`src/uaf_pkg.sv`:
```
// constants and types for the serial-port address-recognition filter
// Function
// - recognition works only while multiproc_enable in serial_control is set
// - with recognition on, receive_flag is set only for frames matching this node
// - in mode 1 with recognition on, the stop bit stands in for the ninth bit
// - mode 1 with recognition sets receive_flag only on match and valid stop
// - mode 0 ignores multiproc_enable; no recognition in shift-register mode
// - given address compares own_address_byte only where address_mask_byte bits are one
// - an address frame is accepted on given-address or broadcast-address match
// - modes 2 and 3 store the ninth bit of accepted frames into received_ninth_bit
package uaf_pkg;

    // apb register byte addresses
    localparam logic [7:0] UAF_OFS_CONTROL  = 8'h00;
    localparam logic [7:0] UAF_OFS_OWN_ADDR = 8'h04;
    localparam logic [7:0] UAF_OFS_MASK     = 8'h08;
    localparam logic [7:0] UAF_OFS_RX_DATA  = 8'h0c;
    localparam logic [7:0] UAF_OFS_STATUS   = 8'h10;
    localparam logic [7:0] UAF_OFS_ENABLE   = 8'h14;
    localparam logic [7:0] UAF_OFS_CLEAR    = 8'h18;

    // serial_control field positions
    localparam int UAF_SC_RECV_FLAG  = 0;
    localparam int UAF_SC_XMIT_FLAG  = 1;
    localparam int UAF_SC_NINTH_RX   = 2;
    localparam int UAF_SC_NINTH_TX   = 3;
    localparam int UAF_SC_RX_ENABLE  = 4;
    localparam int UAF_SC_MULTIPROC  = 5;
    localparam int UAF_SC_MODE_LO    = 6;
    localparam int UAF_SC_MODE_HI    = 7;

    // reset values
    localparam logic [7:0] UAF_RST_CONTROL = 8'h00;
    localparam logic [7:0] UAF_RST_BYTE    = 8'h00;

    // serial port modes
    typedef enum logic [1:0] {
        UAF_MODE_SHIFT = 2'b00,
        UAF_MODE_8BIT  = 2'b01,
        UAF_MODE_9BIT  = 2'b10,
        UAF_MODE_9VAR  = 2'b11
    } uaf_mode_t;

    // interrupt event bit positions
    localparam int UAF_EV_ACCEPT  = 0;
    localparam int UAF_EV_MISS    = 1;
    localparam int UAF_EV_OVERRUN = 2;
    localparam int UAF_EV_STOPERR = 3;
    localparam int UAF_EV_COUNT   = 4;

endpackage

```
`src/uaf_addr_match.sv`:
```
// address comparator: given address and broadcast address
module uaf_addr_match #(
    parameter int WIDTH = 8
) (
    // frame and address bytes
    input  wire logic [WIDTH-1:0] rx_byte,
    input  wire logic [WIDTH-1:0] own_address_byte,
    input  wire logic [WIDTH-1:0] address_mask_byte,
    // results
    output logic                  given_hit,
    output logic                  broadcast_hit
);

    // compare only where care bits are one
    function automatic logic masked_eq(input logic [WIDTH-1:0] a,
                                       input logic [WIDTH-1:0] b,
                                       input logic [WIDTH-1:0] care);
        masked_eq = ((a ^ b) & care) == '0;
    endfunction

    logic [WIDTH-1:0] broadcast;

    assign broadcast     = own_address_byte | address_mask_byte;
    assign given_hit     = masked_eq(rx_byte, own_address_byte, address_mask_byte);
    assign broadcast_hit = masked_eq(rx_byte, broadcast, broadcast);

endmodule

```
`src/uaf_irq_ctrl.sv`:
```
// sticky event status, enable mask and level interrupt
module uaf_irq_ctrl #(
    parameter int N = 4
) (
    // clock and reset
    input  wire logic         clock,
    input  wire logic         srst,
    // events, one-cycle pulses
    input  wire logic [N-1:0] event_in,
    // software access
    input  wire logic         enable_we,
    input  wire logic [N-1:0] enable_wdata,
    input  wire logic         clear_we,
    input  wire logic [N-1:0] clear_wdata,
    // state
    output logic      [N-1:0] status,
    output logic      [N-1:0] enable,
    output logic              irq
);

    logic [N-1:0] next_status;
    logic [N-1:0] next_enable;
    logic         next_irq;

    // a set arriving with its clear wins, so no event is lost
    always_comb begin
        next_status = (clear_we ? (status & ~clear_wdata) : status) | event_in;
        next_enable = enable_we ? enable_wdata : enable;
        next_irq    = |(next_status & next_enable);
    end

    // registers
    always_ff @(posedge clock) begin
        if (srst) begin
            status <= '0;
            enable <= '0;
            irq    <= 1'b0;
        end else begin
            status <= next_status;
            enable <= next_enable;
            irq    <= next_irq;
        end
    end

endmodule

```
`src/uaf_top.sv`:
```
// serial receiver address-recognition filter with apb registers
module uaf_top
    import uaf_pkg::*;
#(
    parameter int ADDR_W = 8
) (
    // clock and reset
    input  wire logic              clock,
    input  wire logic              srst,
    // apb slave
    input  wire logic              psel,
    input  wire logic              penable,
    input  wire logic              pwrite,
    input  wire logic [ADDR_W-1:0] paddr,
    input  wire logic [31:0]       pwdata,
    output logic      [31:0]       prdata,
    output logic                   pready,
    output logic                   pslverr,
    // frames from the receiver shifter, same clock
    input  wire logic              frame_done,
    input  wire logic [7:0]        frame_byte,
    input  wire logic              frame_bit9,
    input  wire logic              frame_stop_ok,
    // control towards the rest of the port
    output logic      [1:0]        serial_mode,
    output logic                   multiproc_enable,
    output logic                   rx_enable,
    output logic                   tx_ninth_bit,
    // receive state
    output logic                   receive_flag,
    output logic                   received_ninth_bit,
    // interrupt
    output logic                   irq
);

    // apb access qualification
    // one setup cycle, one access cycle, then pready after a single wait state
    // a transfer never stalls longer, so no timeout logic is needed here
    logic              access;
    logic              wr_commit;
    logic              rd_commit;
    logic [7:0]        reg_addr;

    // one wait state: pready rises on the second access-phase cycle
    assign access    = psel & penable;
    assign wr_commit = access & pready & pwrite;
    assign rd_commit = access & ~pready & ~pwrite;
    assign reg_addr  = paddr[7:0];

    // address hit helper, used by read and write decode
    function automatic logic hit(input logic [7:0] a, input logic [7:0] ofs);
        hit = (a == ofs);
    endfunction

    // known address check
    function automatic logic mapped(input logic [7:0] a);
        mapped = hit(a, UAF_OFS_CONTROL) | hit(a, UAF_OFS_OWN_ADDR)
               | hit(a, UAF_OFS_MASK) | hit(a, UAF_OFS_RX_DATA)
               | hit(a, UAF_OFS_STATUS) | hit(a, UAF_OFS_ENABLE)
               | hit(a, UAF_OFS_CLEAR);
    endfunction

    // register state
    // software-visible bytes plus the interrupt status and enable words
    // rx_data is read-only: software writes to it are dropped without error
    logic [7:0]        serial_control;
    logic [7:0]        own_address_byte;
    logic [7:0]        address_mask_byte;
    logic [7:0]        rx_data;
    logic [7:0]        next_serial_control;
    logic [7:0]        next_own_address_byte;
    logic [7:0]        next_address_mask_byte;
    logic [7:0]        next_rx_data;

    logic [UAF_EV_COUNT-1:0] irq_status;
    logic [UAF_EV_COUNT-1:0] irq_enable;
    logic [UAF_EV_COUNT-1:0] events;
    logic                    en_we;
    logic                    clr_we;

    // frame filtering
    // frames come from the shifter on this clock, so no synchroniser sits here
    // rx_enable low drops a frame before any address check is made
    uaf_mode_t         mode;
    logic              sm_on;
    logic              given_hit;
    logic              broadcast_hit;
    logic              addr_hit;
    logic              take_frame;
    logic              miss_frame;
    logic              stop_err;
    logic              load_ninth;
    logic              ninth_value;
    logic              frame_in;

    assign mode     = uaf_mode_t'(serial_control[UAF_SC_MODE_HI:UAF_SC_MODE_LO]);
    assign frame_in = frame_done & serial_control[UAF_SC_RX_ENABLE];

    assign sm_on = serial_control[UAF_SC_MULTIPROC] & (mode != UAF_MODE_SHIFT);

    uaf_addr_match #(
        .WIDTH            (8)
    ) u_match (
        .rx_byte          (frame_byte),
        .own_address_byte (own_address_byte),
        .address_mask_byte(address_mask_byte),
        .given_hit        (given_hit),
        .broadcast_hit    (broadcast_hit)
    );

    // given or broadcast address is enough
    assign addr_hit = given_hit | broadcast_hit;

    // decide what a finished frame does to the flag and ninth bit
    always_comb begin
        take_frame  = 1'b0;
        miss_frame  = 1'b0;
        stop_err    = 1'b0;
        load_ninth  = 1'b0;
        ninth_value = 1'b0;
        if (frame_in) begin
            case (mode)
                UAF_MODE_SHIFT: begin
                    take_frame = 1'b1;
                end
                UAF_MODE_8BIT: begin
                    if (sm_on) begin
                        // stop bit acts as the address marker
                        // valid stop and matching address both needed
                        take_frame = frame_stop_ok & addr_hit;
                        miss_frame = frame_stop_ok & ~addr_hit;
                        stop_err   = ~frame_stop_ok;
                    end else begin
                        // plain mode 1: ninth flag holds the stop bit
                        take_frame  = 1'b1;
                        load_ninth  = 1'b1;
                        ninth_value = frame_stop_ok;
                    end
                end
                default: begin
                    if (sm_on) begin
                        // data frames and foreign addresses dropped
                        take_frame = frame_bit9 & addr_hit;
                        miss_frame = frame_bit9 & ~addr_hit;
                    end else begin
                        take_frame = 1'b1;
                    end
                    // capture the ninth bit of accepted frames
                    load_ninth  = take_frame;
                    ninth_value = frame_bit9;
                end
            endcase
        end
    end

    // register next values
    // software writes first, hardware updates after, so a frame is never lost
    // software may also set receive_flag; hardware never clears it
    always_comb begin
        next_serial_control    = serial_control;
        next_own_address_byte  = own_address_byte;
        next_address_mask_byte = address_mask_byte;
        next_rx_data           = rx_data;
        if (wr_commit) begin
            if (hit(reg_addr, UAF_OFS_CONTROL)) begin
                next_serial_control = pwdata[7:0];
            end else if (hit(reg_addr, UAF_OFS_OWN_ADDR)) begin
                next_own_address_byte = pwdata[7:0];
            end else if (hit(reg_addr, UAF_OFS_MASK)) begin
                // all ones here selects a single address
                next_address_mask_byte = pwdata[7:0];
            end
        end
        // hardware updates come last so they win over a software write
        if (take_frame) begin
            next_rx_data = frame_byte;
            // hardware only ever sets the flag
            next_serial_control[UAF_SC_RECV_FLAG] = 1'b1;
        end
        if (load_ninth) begin
            next_serial_control[UAF_SC_NINTH_RX] = ninth_value;
        end
    end

    // control and address registers
    always_ff @(posedge clock) begin
        if (srst) begin
            serial_control    <= UAF_RST_CONTROL;
            own_address_byte  <= UAF_RST_BYTE;
            address_mask_byte <= UAF_RST_BYTE;
            rx_data           <= UAF_RST_BYTE;
        end else begin
            serial_control    <= next_serial_control;
            own_address_byte  <= next_own_address_byte;
            address_mask_byte <= next_address_mask_byte;
            rx_data           <= next_rx_data;
        end
    end

    // interrupt events
    // each event is a one-cycle pulse into the sticky status word
    // miss and stop-error events only fire while filtering is active
    // overrun: a new frame accepted while the flag is still pending
    always_comb begin
        events                 = '0;
        events[UAF_EV_ACCEPT]  = take_frame;
        events[UAF_EV_MISS]    = miss_frame;
        events[UAF_EV_OVERRUN] = take_frame & serial_control[UAF_SC_RECV_FLAG];
        events[UAF_EV_STOPERR] = stop_err;
    end

    assign en_we  = wr_commit & hit(reg_addr, UAF_OFS_ENABLE);
    assign clr_we = wr_commit & hit(reg_addr, UAF_OFS_CLEAR);

    uaf_irq_ctrl #(
        .N           (UAF_EV_COUNT)
    ) u_irq (
        .clock       (clock),
        .srst        (srst),
        .event_in    (events),
        .enable_we   (en_we),
        .enable_wdata(pwdata[UAF_EV_COUNT-1:0]),
        .clear_we    (clr_we),
        .clear_wdata (pwdata[UAF_EV_COUNT-1:0]),
        .status      (irq_status),
        .enable      (irq_enable),
        .irq         (irq)
    );

    // apb response
    // all bus outputs are registered to keep paths from the decode short
    // unmapped addresses answer with pslverr and read back as zero
    logic [31:0]       next_prdata;
    logic              next_pready;
    logic              next_pslverr;

    // read data is captured one cycle before pready, so it is steady
    always_comb begin
        next_prdata  = prdata;
        next_pready  = access & ~pready;
        next_pslverr = 1'b0;
        if (access & ~pready) begin
            next_pslverr = ~mapped(reg_addr);
        end
        if (rd_commit) begin
            next_prdata = 32'h0000_0000;
            if (hit(reg_addr, UAF_OFS_CONTROL)) begin
                next_prdata[7:0] = serial_control;
            end else if (hit(reg_addr, UAF_OFS_OWN_ADDR)) begin
                next_prdata[7:0] = own_address_byte;
            end else if (hit(reg_addr, UAF_OFS_MASK)) begin
                next_prdata[7:0] = address_mask_byte;
            end else if (hit(reg_addr, UAF_OFS_RX_DATA)) begin
                next_prdata[7:0] = rx_data;
            end else if (hit(reg_addr, UAF_OFS_STATUS)) begin
                next_prdata[UAF_EV_COUNT-1:0] = irq_status;
            end else if (hit(reg_addr, UAF_OFS_ENABLE)) begin
                next_prdata[UAF_EV_COUNT-1:0] = irq_enable;
            end
        end
    end

    // bus response registers
    always_ff @(posedge clock) begin
        if (srst) begin
            prdata  <= 32'h0000_0000;
            pready  <= 1'b0;
            pslverr <= 1'b0;
        end else begin
            prdata  <= next_prdata;
            pready  <= next_pready;
            pslverr <= next_pslverr;
        end
    end

    // control outputs
    // taken straight from the control register flops, no extra delay
    // the transmit flag bit is plain storage in this block
    assign serial_mode        = serial_control[UAF_SC_MODE_HI:UAF_SC_MODE_LO];
    assign multiproc_enable   = serial_control[UAF_SC_MULTIPROC];
    assign rx_enable          = serial_control[UAF_SC_RX_ENABLE];
    assign tx_ninth_bit       = serial_control[UAF_SC_NINTH_TX];
    assign receive_flag       = serial_control[UAF_SC_RECV_FLAG];
    assign received_ninth_bit = serial_control[UAF_SC_NINTH_RX];

endmodule

```
`config.mk`:
```
export PLATFORM = sky130hd
export DESIGN_NAME = uaf_top
export DESIGN_NICKNAME = d
export VERILOG_FILES = /design/src/uaf_pkg.sv /design/src/uaf_addr_match.sv /design/src/uaf_irq_ctrl.sv /design/src/uaf_top.sv
export SDC_FILE = /design/constraint.sdc
export NUM_CORES = 1
export LEC_CHECK = 0
export ABC_AREA = 1
export BUFFER_PORTS_ARGS = -buffer_cell sky130_fd_sc_hd__buf_2
export CAP_MARGIN = 30
export CORE_UTILIZATION = 34
export CTS_BUF_LIST = sky130_fd_sc_hd__clkbuf_16
export DETAILED_ROUTE_END_ITERATION = 7
export SETUP_SLACK_MARGIN = 0.02
export SLEW_MARGIN = 20
export SYNTH_ARGS = -nofsm -noshare
export SYNTH_HDL_FRONTEND = slang
export SYNTH_SLANG_ARGS = --single-unit
export TNS_END_PERCENT = 1
```
`constraint.sdc`:
```
create_clock -name clock -period 3.95 [get_ports clock]
set_input_delay 0.1975 -clock clock [delete_from_list [all_inputs] [get_ports clock]]
set_output_delay 0.1975 -clock clock [all_outputs]
set_load 0.03 [all_outputs]
```
==> After elaboration in Yosys (flattened, before gate mapping) <==
Index checks and enable logic that the tools add are counted.
{ "word_totals": {"output_inout_bits": 42, "register_bits": 51, "wordCells": 103} }
{ "classes": {"n_eq_ne": 7, "n_bitwise": 38, "mux": 30, "reduce_logical": 16} }
{ "ops": {"columns": ["cell", "count"], "rows": [
  ["$eq A8 B5 Y1 const B", 3],
  ["$logic_not A8 Y1", 3],
  ["$mux W4", 6],
  ["$mux W8", 3],
  ["$and A8 B8 Y8", 2],
  ["$eq A8 B4 Y1 const B", 2],
  ["$xor A8 B8 Y8", 2],
  ["$mux W1", 15],
  ["$and A1 B1 Y1", 14],
  ["$reduce_bool A2 Y1", 5],
  ["$and A4 B4 Y4", 2],
  ["$eq A8 B3 Y1 const B", 1],
  ["$not A1 Y1", 8],
  ["$or A8 B8 Y8", 1],
  ["$pmux W1 S2", 4],
  ["$or A1 B1 Y1", 7],
  ["$mux W3", 2],
  ["$reduce_and A2 Y1", 3],
  ["$not A4 Y4", 1],
  ["$or A4 B4 Y4", 1],
  ["$reduce_and A4 Y1", 1],
  ["$reduce_or A4 Y1", 1],
  ["$reduce_and A3 Y1", 1],
  ["$eq A2 B1 Y1 const B", 1],
  ["2 further kinds", 2]
]} }

==> Depth between registers and ports, before layout <==
Gate-level depths: netlist of the first run.
{ "logic_depth": {"depth_word": 13, "depth_mapped": 13, "mapped_depth_nobuf": 13} }

==> Cells and area by module <==
From an unflattened synthesis of the first run, not the netlist that was laid out.
{ "hier_totals": {"cells_unflattened": 443, "area_unflattened_um2": 2866.5} }
{ "by_module_without_submodules": {"columns": ["mod", "seq_area_each_um2", "cells_per_inst", "area_each_um2", "instances"], "rows": [
  ["uaf_top", 840.8, 335, 2269.7, 1],
  ["uaf_irq_ctrl", 180.2, 55, 362.8, 1],
  ["uaf_addr_match", 0.0, 53, 234.0, 1]
]} }

==> Least setup slack after synthesis of the first run <==
Ideal clock, no wire load.
{ "synth_path": {"path_type": "reg-to-reg", "from": "register pready", "to": "register u_irq.irq", "synth_period_minus_slack_ns": 1.743, "t_arrival_ns": 1.626, "path_buffers": 0, "slack_ns": 2.207, "setup_ns": 0.117, "path_stages_with_launch": 9, "path_cell_list": "dfxtp_1 > nand4_1 > nand3b_1 > o21ai_1 > nand2_1 > nand2_1 > a21oi_1 > a21oi_1 > nand2_1"} }
{ "synth_via": {"elab_chain_len": 7, "word_cells_on_any_way": 9, "cone_classes": "mux: 2; bitwise: 6; reduce/logical: 1"} }
{ "synth_lines": {"columns": ["item", "line", "source"], "rows": [
  ["start: declaration", "uaf_top.sv:17", "output logic pready,"],
  ["start signal: assignment", "uaf_top.sv:271", "pready <= next_pready;"],
  ["$and A1 B1 Y1 * (2 in a row)", "uaf_top.sv:46", "assign wr_commit = access & pready & pwrite;"],
  ["$and A1 B1 Y1", "uaf_top.sv:213", "assign clr_we = wr_commit & hit(reg_addr, UAF_OFS_CLEAR);"],
  ["$mux W4", "uaf_irq_ctrl.sv:27", "next_status = (clear_we ? (status & ~clear_wdata) : status) | event_in;"],
  ["$or A4 B4 Y4", "uaf_irq_ctrl.sv:27", null],
  ["$and A4 B4 Y4 *", "uaf_irq_ctrl.sv:29", "next_irq = |(next_status & next_enable);"],
  ["$reduce_or A4 Y1 *", "uaf_irq_ctrl.sv:29", null],
  ["end signal: assignment", "uaf_irq_ctrl.sv:41", "irq <= next_irq;"],
  ["end: declaration", "uaf_irq_ctrl.sv:18", "output logic irq"]
]} }
Every way passes the cells marked *; elsewhere a longest branch is shown, timed or not.
A chain may end at the register's enable or synchronous reset.

==> Final worst setup path of the first run <==
{ "layout_path": {"from": "register own_address_byte[5]", "to": "register rx_data[5]"} }
{ "layout_via": {"elab_chain_len": 9, "word_cells_on_any_way": 14, "cone_classes": "mux: 4; bitwise: 8; reduce/logical: 2"} }
{ "layout_lines": {"columns": ["item", "line", "source"], "rows": [
  ["start: declaration", "uaf_top.sv:67", "logic [7:0] own_address_byte;"],
  ["start signal: assignment", "uaf_top.sv:194", "own_address_byte <= next_own_address_byte;"],
  ["$or A8 B8 Y8", "uaf_addr_match.sv:23", "assign broadcast = own_address_byte | address_mask_byte;"],
  ["$xor A8 B8 Y8", "uaf_addr_match.sv:18", "masked_eq = ((a ^ b) & care) == '0;"],
  ["$and A8 B8 Y8", "uaf_addr_match.sv:18", null],
  ["$logic_not A8 Y1", "uaf_addr_match.sv:18", null],
  ["$or A1 B1 Y1 *", "uaf_top.sv:112", "assign addr_hit = given_hit | broadcast_hit;"],
  ["$and A1 B1 Y1 (on tied branches)", "uaf_top.sv:143, uaf_top.sv:130", null],
  ["$mux W1 (on tied branches)", "uaf_top.sv:141, uaf_top.sv:127", null],
  ["$pmux W1 S2 *", "uaf_top.sv:122", "case (mode)"],
  ["$mux W1 *", "uaf_top.sv:121", "if (frame_in) begin"],
  ["end signal: assignment", "uaf_top.sv:196", "rx_data <= next_rx_data;"],
  ["end: declaration", "uaf_top.sv:69", "logic [7:0] rx_data;"]
]} }
Marks and branches as above.

==> results.md, run 1 <==
* Initial antenna violation count at 0
* Layout cells sized above 1 at 15.5%
* Hold/Removal Path Class: primary input to register
* Fin Setup TNS at 0 ps
* Die H at 91.7 um
* Peak VDD IR at 0.162 mV
* Fillers at 821
* Largest net degree at the start of global routing at 27
* Sw Share at 24.8%
* Logic gate share of total power at 9.3%
* Worst setup SP type: register
* Register area share after synthesis at 37.3%
* Sw power at 252 uW
* #FFs+latches synth at 51
* Drt wl/cell at 12.4 um
* Initial Util at 35.2%
* Area leader, netlist: dfxtp_1
* Leak at 1.46 nW
* Crit. End Element: register
* Post-Route Hold Slack at 171 ps
* Final setup fails at 0
* Cell count of the worst reg-to-reg path at 11
* Cell area after synthesis at 2740 um^2
* DIE WIDTH at 91.7 um
* CP dominant cell by count: nand2_1
* Dpl cells at 548
* Area of the multi-input gates at 1370 um^2
* Final Hold Vio Count at 0
* Fin. max-slew vios at 0
* Post-CTS Setup Inserts at 0
* Slowest cell on crit path: dfxtp_1
* Initial DRC Count at 188
* CTS tree: done
* Crit-path max FO at 17
* Ys Warns at 0
* Antenna Nets Post-Route at 0
* Inserted Clock Buffers at 5
* # rows at 32
* Period utilisation layout at 46.5%
* Rel. slew slack at 50.7%
* TritonCTS Sinks at 51
* Worst-margin pin slew at 739 ps
* Pwr dens at 328 nW/um^2
* Hpwl dp at 5.17 mm
* Clk buf depth at 2
* Port-buffer cells at 49
* I/O pin count at 98
* Post-route DRC violation count at 0
* Hold_buf cts at 0
* Die area at 8410 um^2
* Min Clock Period, post-route at 1840 ps
* Antenna diodes at 0
* RSZ-0062 raised after global routing: false
* Synth area leaders: dfxtp_1, nand2_1, buf_4
* Max frequency at 544 MHz
* Routed vias at 2640
* Drt total wl at 6.88 mm
* Clock power frac at 39.8%
* Vias in the first global route at 2354
* Outcome: finished clean
* MaxCap Viol Count at 0
* Register area at 1020 um^2
* Design internal power at 766 uW
* Clk_lat worst skew at 290 ps
* Layout Nets at 509
* GRT overflow at 0
* Yosys top cell area share at 37.3%
* Power share of the sequential group at 50.9%
* WP data required at 4180 ps
* Via density at 4.76
* Post-CTS sizing at 0
* Layout area overhead at 13.3%
* Hold Path Depth at 3
* Clk_skew at 4.76 ps
* Synth cell types at 25
* CTS root buffer: clkbuf_16
* First-pass GRT wire length at 11.2 mm
* CP Class: register to register
* GPL Wtd Cong at 0.874
* Post-Syn Instances at 408
* H-tree levels at 2
* Clk slew on worst S/H paths at 60 ps
* Crit-path max cell delay at 340 ps
* Core area at 7770 um^2
* Non-Filler Instances at 555
* CP Data Arrival Time at 2060 ps
* Critical path cell sequence: o21ai_0 -> nand2_1 -> nor2_1 -> nand2_1 -> nand2_1 -> nand2_1 -> nand2_1 -> nand3_2 -> nand2_1 -> nand2_1 -> nor2_1
* Average cell area after synthesis at 6.71 um^2
* DR pass1 iterations at 4
* Total GRT Usage at 16.9%
-- final timing paths --
path,start,to,slack (ps)
setup reg to reg,own_address_byte[5]$_SDFFE_PP0P_,rx_data[5]$_SDFFE_PP0P_,2110
hold / removal,frame_byte[6],rx_data[6]$_SDFFE_PP0P_,170
hold reg to reg,prdata[1]$_SDFFE_PP0P_,prdata[1]$_SDFFE_PP0P_,470
setup / recovery,own_address_byte[5]$_SDFFE_PP0P_,rx_data[5]$_SDFFE_PP0P_,2110
-- power groups by stage --
stage	Sequential, mW	Clock [mW]	Combinational (mW)
floorplan	0.535	0	0.0749
global placement	0.530	0	0.0935
detailed placement	0.530	0	0.0945
CTS	0.518	0.416	0.0947
global route	0.518	0.441	0.103
finish	0.518	0.405	0.0944
-- area by class of cell --
| class | count | area share [%] |
|---|---|---|
| multi-input combinational | 293 | 44.2 |
| sequential | 51 | 32.9 |
| timing repair buffer | 50 | 8.15 |
| inverter | 52 | 6.29 |
| tap | 102 | 4.11 |
| clock buffer | 5 | 4.03 |
| clock inverter | 2 | 0.282 |
-- through the flow --
stage | setup slack, ps | power (mW) | cell area, um^2 | util (%)
floorplan | 2210 | 0.610 | 2820 | -
finish | 2110 | 1.02 | 3100 | 39.9
global placement | 2110 | 0.623 | 2970 | 38.2
global route | 1860 | 1.06 | 3100 | 39.9
detailed placement | 2100 | 0.625 | 2970 | 38.2
CTS | 2110 | 1.03 | 3100 | 39.9
-- layout by cell type, fill, tap and decap left out, drive strengths merged --
master  instances
conb           24
clkinv          2
buf            50
a21oi          37
dfxtp          51
a221oi          4
o211a           1
o21ai          44
nand2          92
nand3b          1
nand3          21
clkbuf          5
a211oi          8
nor2           47
inv            52
nand4           8
nor3            6
-- registers in the layout, indices dropped and copies added, names as in the netlist --
signal / count
serial_control: 8
own_address_byte: 8
u_irq.status: 4
prdata: 8
pslverr: 1
address_mask_byte: 8
rx_data: 8
pready: 1
u_irq.irq: 1
u_irq.enable: 4
-- layer usage --
layer  wire length (um)  global-route usage (%)
met4                 68                    4.17
met1               3280                    22.1
met5                  0                       0
met3                367                    3.15
met2               3160                    28.6
-- synth_stat cells --
master     n
nand2_1   90
nor2_4     1
nor2_2     3
inv_2      2
nand2_2    2
nor2_1    43
a211oi_1   8
nor3_1     2
nand4_1    8
nand3b_1   1
o211a_1    1
nand3_1   19
buf_2      3
dfxtp_1   51
a21oi_1   37
conb_1     1
clkbuf_1   5
nand3_2    2
nor3_4     1
o21ai_0   35
buf_4     27
a221oi_1   4
nor3_2     3
inv_1     50
o21ai_1    9
-- logic make-up (layout without fill, tap and decap cells) --
family / count (synthesis) / count (layout) / share of synthesized area, %
buffers and inverters: 87 / 109 / 15.8
and+or+nand+nor: 175 / 175 / 28.2
DFF: 51 / 51 / 37.3
other: 1 / 24 / 0.137
AOI/OAI and AO/OA: 94 / 94 / 18.6
-- critical path, delay by kind of cell, from the launching register on --
family          cells  cell delay, ps
simple gates       10            1250
flops               1             340
compound gates      1             190
(Power assumes the default switching activity.)
==> run 2, diff against run 1 <==
==> constraint.sdc (replaced) <==
create_clock -name clock -period 1.68 [get_ports clock]
set_input_delay 0.084 -clock clock [delete_from_list [all_inputs] [get_ports clock]]
set_output_delay 0.084 -clock clock [all_outputs]
set_load 0.03 [all_outputs]
==> results.md, run 2 (same netlist as run 1, synthesis figures left out) <==
* Crit. path cell count at 11 (unchanged)
* Die H at 91.7 um (unchanged)
* DIE WIDTH at 91.7 um (unchanged)
* Leak at 1.59 nW (+8.8%)
* Crit. End Element: register
* CP Launch Point: address_mask_byte[2]$_SDFFE_PP0P_
* Dpl cells at 563 (+2.7%)
* Most frequent cells in the layout: nand2_1, buf_2, inv_1
* # rows at 32 (unchanged)
* Final Hold Vio Count at 0 (unchanged)
* Inserted Clock Buffers at 5 (unchanged)
* WP data required at 1860 ps (-2320 ps)
* Initial antenna violation count at 0 (unchanged)
* Initial DRC Count at 178 (-5.3%)
* Tot Pwr at 2.60 mW (+160%)
* Period utilisation layout at 95.3% (+49 points)
* Most common cell after layout, fill and taps aside: nand2_1
* I/O pin count at 98 (unchanged)
* Outcome: finished clean
* Max frequency at 624 MHz (+15%)
* GRT overflow at 0 (unchanged)
* Crit-path max FO at 8 (-9)
* GPL Wtd Cong at 0.794 (-9.1%)
* Clk_lat worst skew at 300 ps (about the same)
* Layout area overhead at 23.8%
* Hold Path Depth at 3 (unchanged)
* H-tree levels at 2 (unchanged)
* Clk buf depth at 2 (unchanged)
* Crit path max-delay family: simple AND/OR/NAND/NOR gates
* Cell count of the worst reg-to-reg path at 11 (unchanged)
* DR pass1 iterations at 4 (unchanged)
* Final Core Density at 43.6% (+3.7 points)
* Initial Util at 35.2% (unchanged)
* CTS tree: done
* Drt total wl at 7.48 mm (+8.8%)
* Crit-path max cell delay at 330 ps (about the same)
* Post-route DRC violation count at 0 (unchanged)
* RSZ-0062 raised after global routing: true
* Post-CTS Setup Inserts at 0 (unchanged)
* Min Clock Period, post-route at 1600 ps (-237 ps)
* Layout Nets at 527 (+3.5%)
* Critical path cell sequence: o21ai_0 -> nand2_1 -> nor2_1 -> nand2_1 -> nand2_2 -> nand2_1 -> nand2_2 -> nand3_4 -> clkbuf_16 -> nand2_2 -> a21oi_1
* Clk slew on worst S/H paths at 70 ps (about the same)
* Antenna Nets Post-Route at 0 (unchanged)
* Fin. max-slew vios at 0 (unchanged)
* HP Start: frame_byte[3]
* First-pass GRT wire length at 11.4 mm (+1.0%)
* MaxCap Viol Count at 0 (unchanged)
* CP Class: register to register
* Clk_skew at 9.14 ps (+4.39 ps)
* Via density at 4.82 (+1.3%)
* Total GRT Usage at 17.3% (+0.45 points)
* Hold/Removal Path Class: primary input to register
* Antenna diodes at 0 (unchanged)
* Fin Setup TNS at 0 ps (unchanged)
* Final setup fails at 0 (unchanged)
* Drt wl/cell at 13.1 um (+5.3%)
* Routed vias at 2762 (+4.6%)
* Worst path bufs/invs at 1 (+1)
* Vias in the first global route at 2350 (-0.17%)
* Non-Filler Instances at 573 (+3.2%)
* Reg-to-reg startpoint: address_mask_byte[2]$_SDFFE_PP0P_
* Pwr dens at 767 nW/um^2 (+130%)
* CTS root buffer: clkbuf_16
* Peak VDD IR at 0.367 mV (+130%)
* Core area at 7770 um^2 (unchanged)
* TritonCTS Sinks at 51 (unchanged)
* CP Data Arrival Time at 1780 ps (-280 ps)
* Die area at 8410 um^2 (unchanged)
* Largest net degree at the start of global routing at 26 (-3.7%)
* Worst setup SP type: register
* Placed cell area at 3090 um^2 (+4.3%)
* Layout cells sized above 1 at 24.4% (+9.0 points)
* Hpwl dp at 5.28 mm (+2.1%)
* Slowest cell on crit path: dfxtp_1
* Port-buffer cells at 49 (unchanged)
* Final instance area at 3390 um^2 (+9.3%)
[run 2: changes by cell type in the layout (fill, tap and decap cells not counted), sizes merged]
cell,before,now
buf,50,65
clkbuf,5,7
clkinv,2,0
bufinv,0,1
clkinvlp,0,1
dlygate4sd3,0,1
[run 2: metal layers]
layer  routed length, um  track usage [%]
met1                3560             22.6
met2                3480             29.1
met3                 336             3.23
met4                 100             5.21
met5                   0                0
[run 2: path summary, 6_finish.rpt]
kind / endpoint / slack [ps]
max reg2reg: rx_data[2]$_SDFFE_PP0P_ / 80
min: rx_data[3]$_SDFFE_PP0P_ / 50
max: rx_data[2]$_SDFFE_PP0P_ / 80
min reg2reg: pready$_SDFF_PP0_ / 450
[run 2: what timing repair did]
action | CTS | global route
resized for setup | 0 | 37
setup endpoints to repair | 0 | 13
hold buffers | 1 | 0
endpoints found under the hold margin | 1 | 0
[run 2: tightest hold or removal path: cells and delay by family]
family        cells  cell delay [ps]
simple gates      2              120
buf+inv           1              100
[run 2: where the power goes]
part,internal [mW],leakage [nW],switching (mW)
Sequential,1.21,0.416,0.00306
Combinational,0.0564,1.10,0.181
Clock,0.695,0.0759,0.453
[run 2: area by class of cell]
class | instances | area [um^2]
fill | 799 | 4380
multi-input combinational | 293 | 1430
sequential | 51 | 1040
timing repair buffer | 68 | 438
inverter | 52 | 195
tap | 102 | 128
clock buffer | 5 | 125
clock inverter | 2 | 37.5
[run 2: metrics by stage]
stage          hold slack, ps  worst slack, ps
2_1_floorplan             219             77.3
3_3_place_gp              297              108
3_5_place_dp              304             77.8
4_1_cts                  47.4             69.5
5_1_grt                  64.5            -56.5
6_report                 48.4             78.4
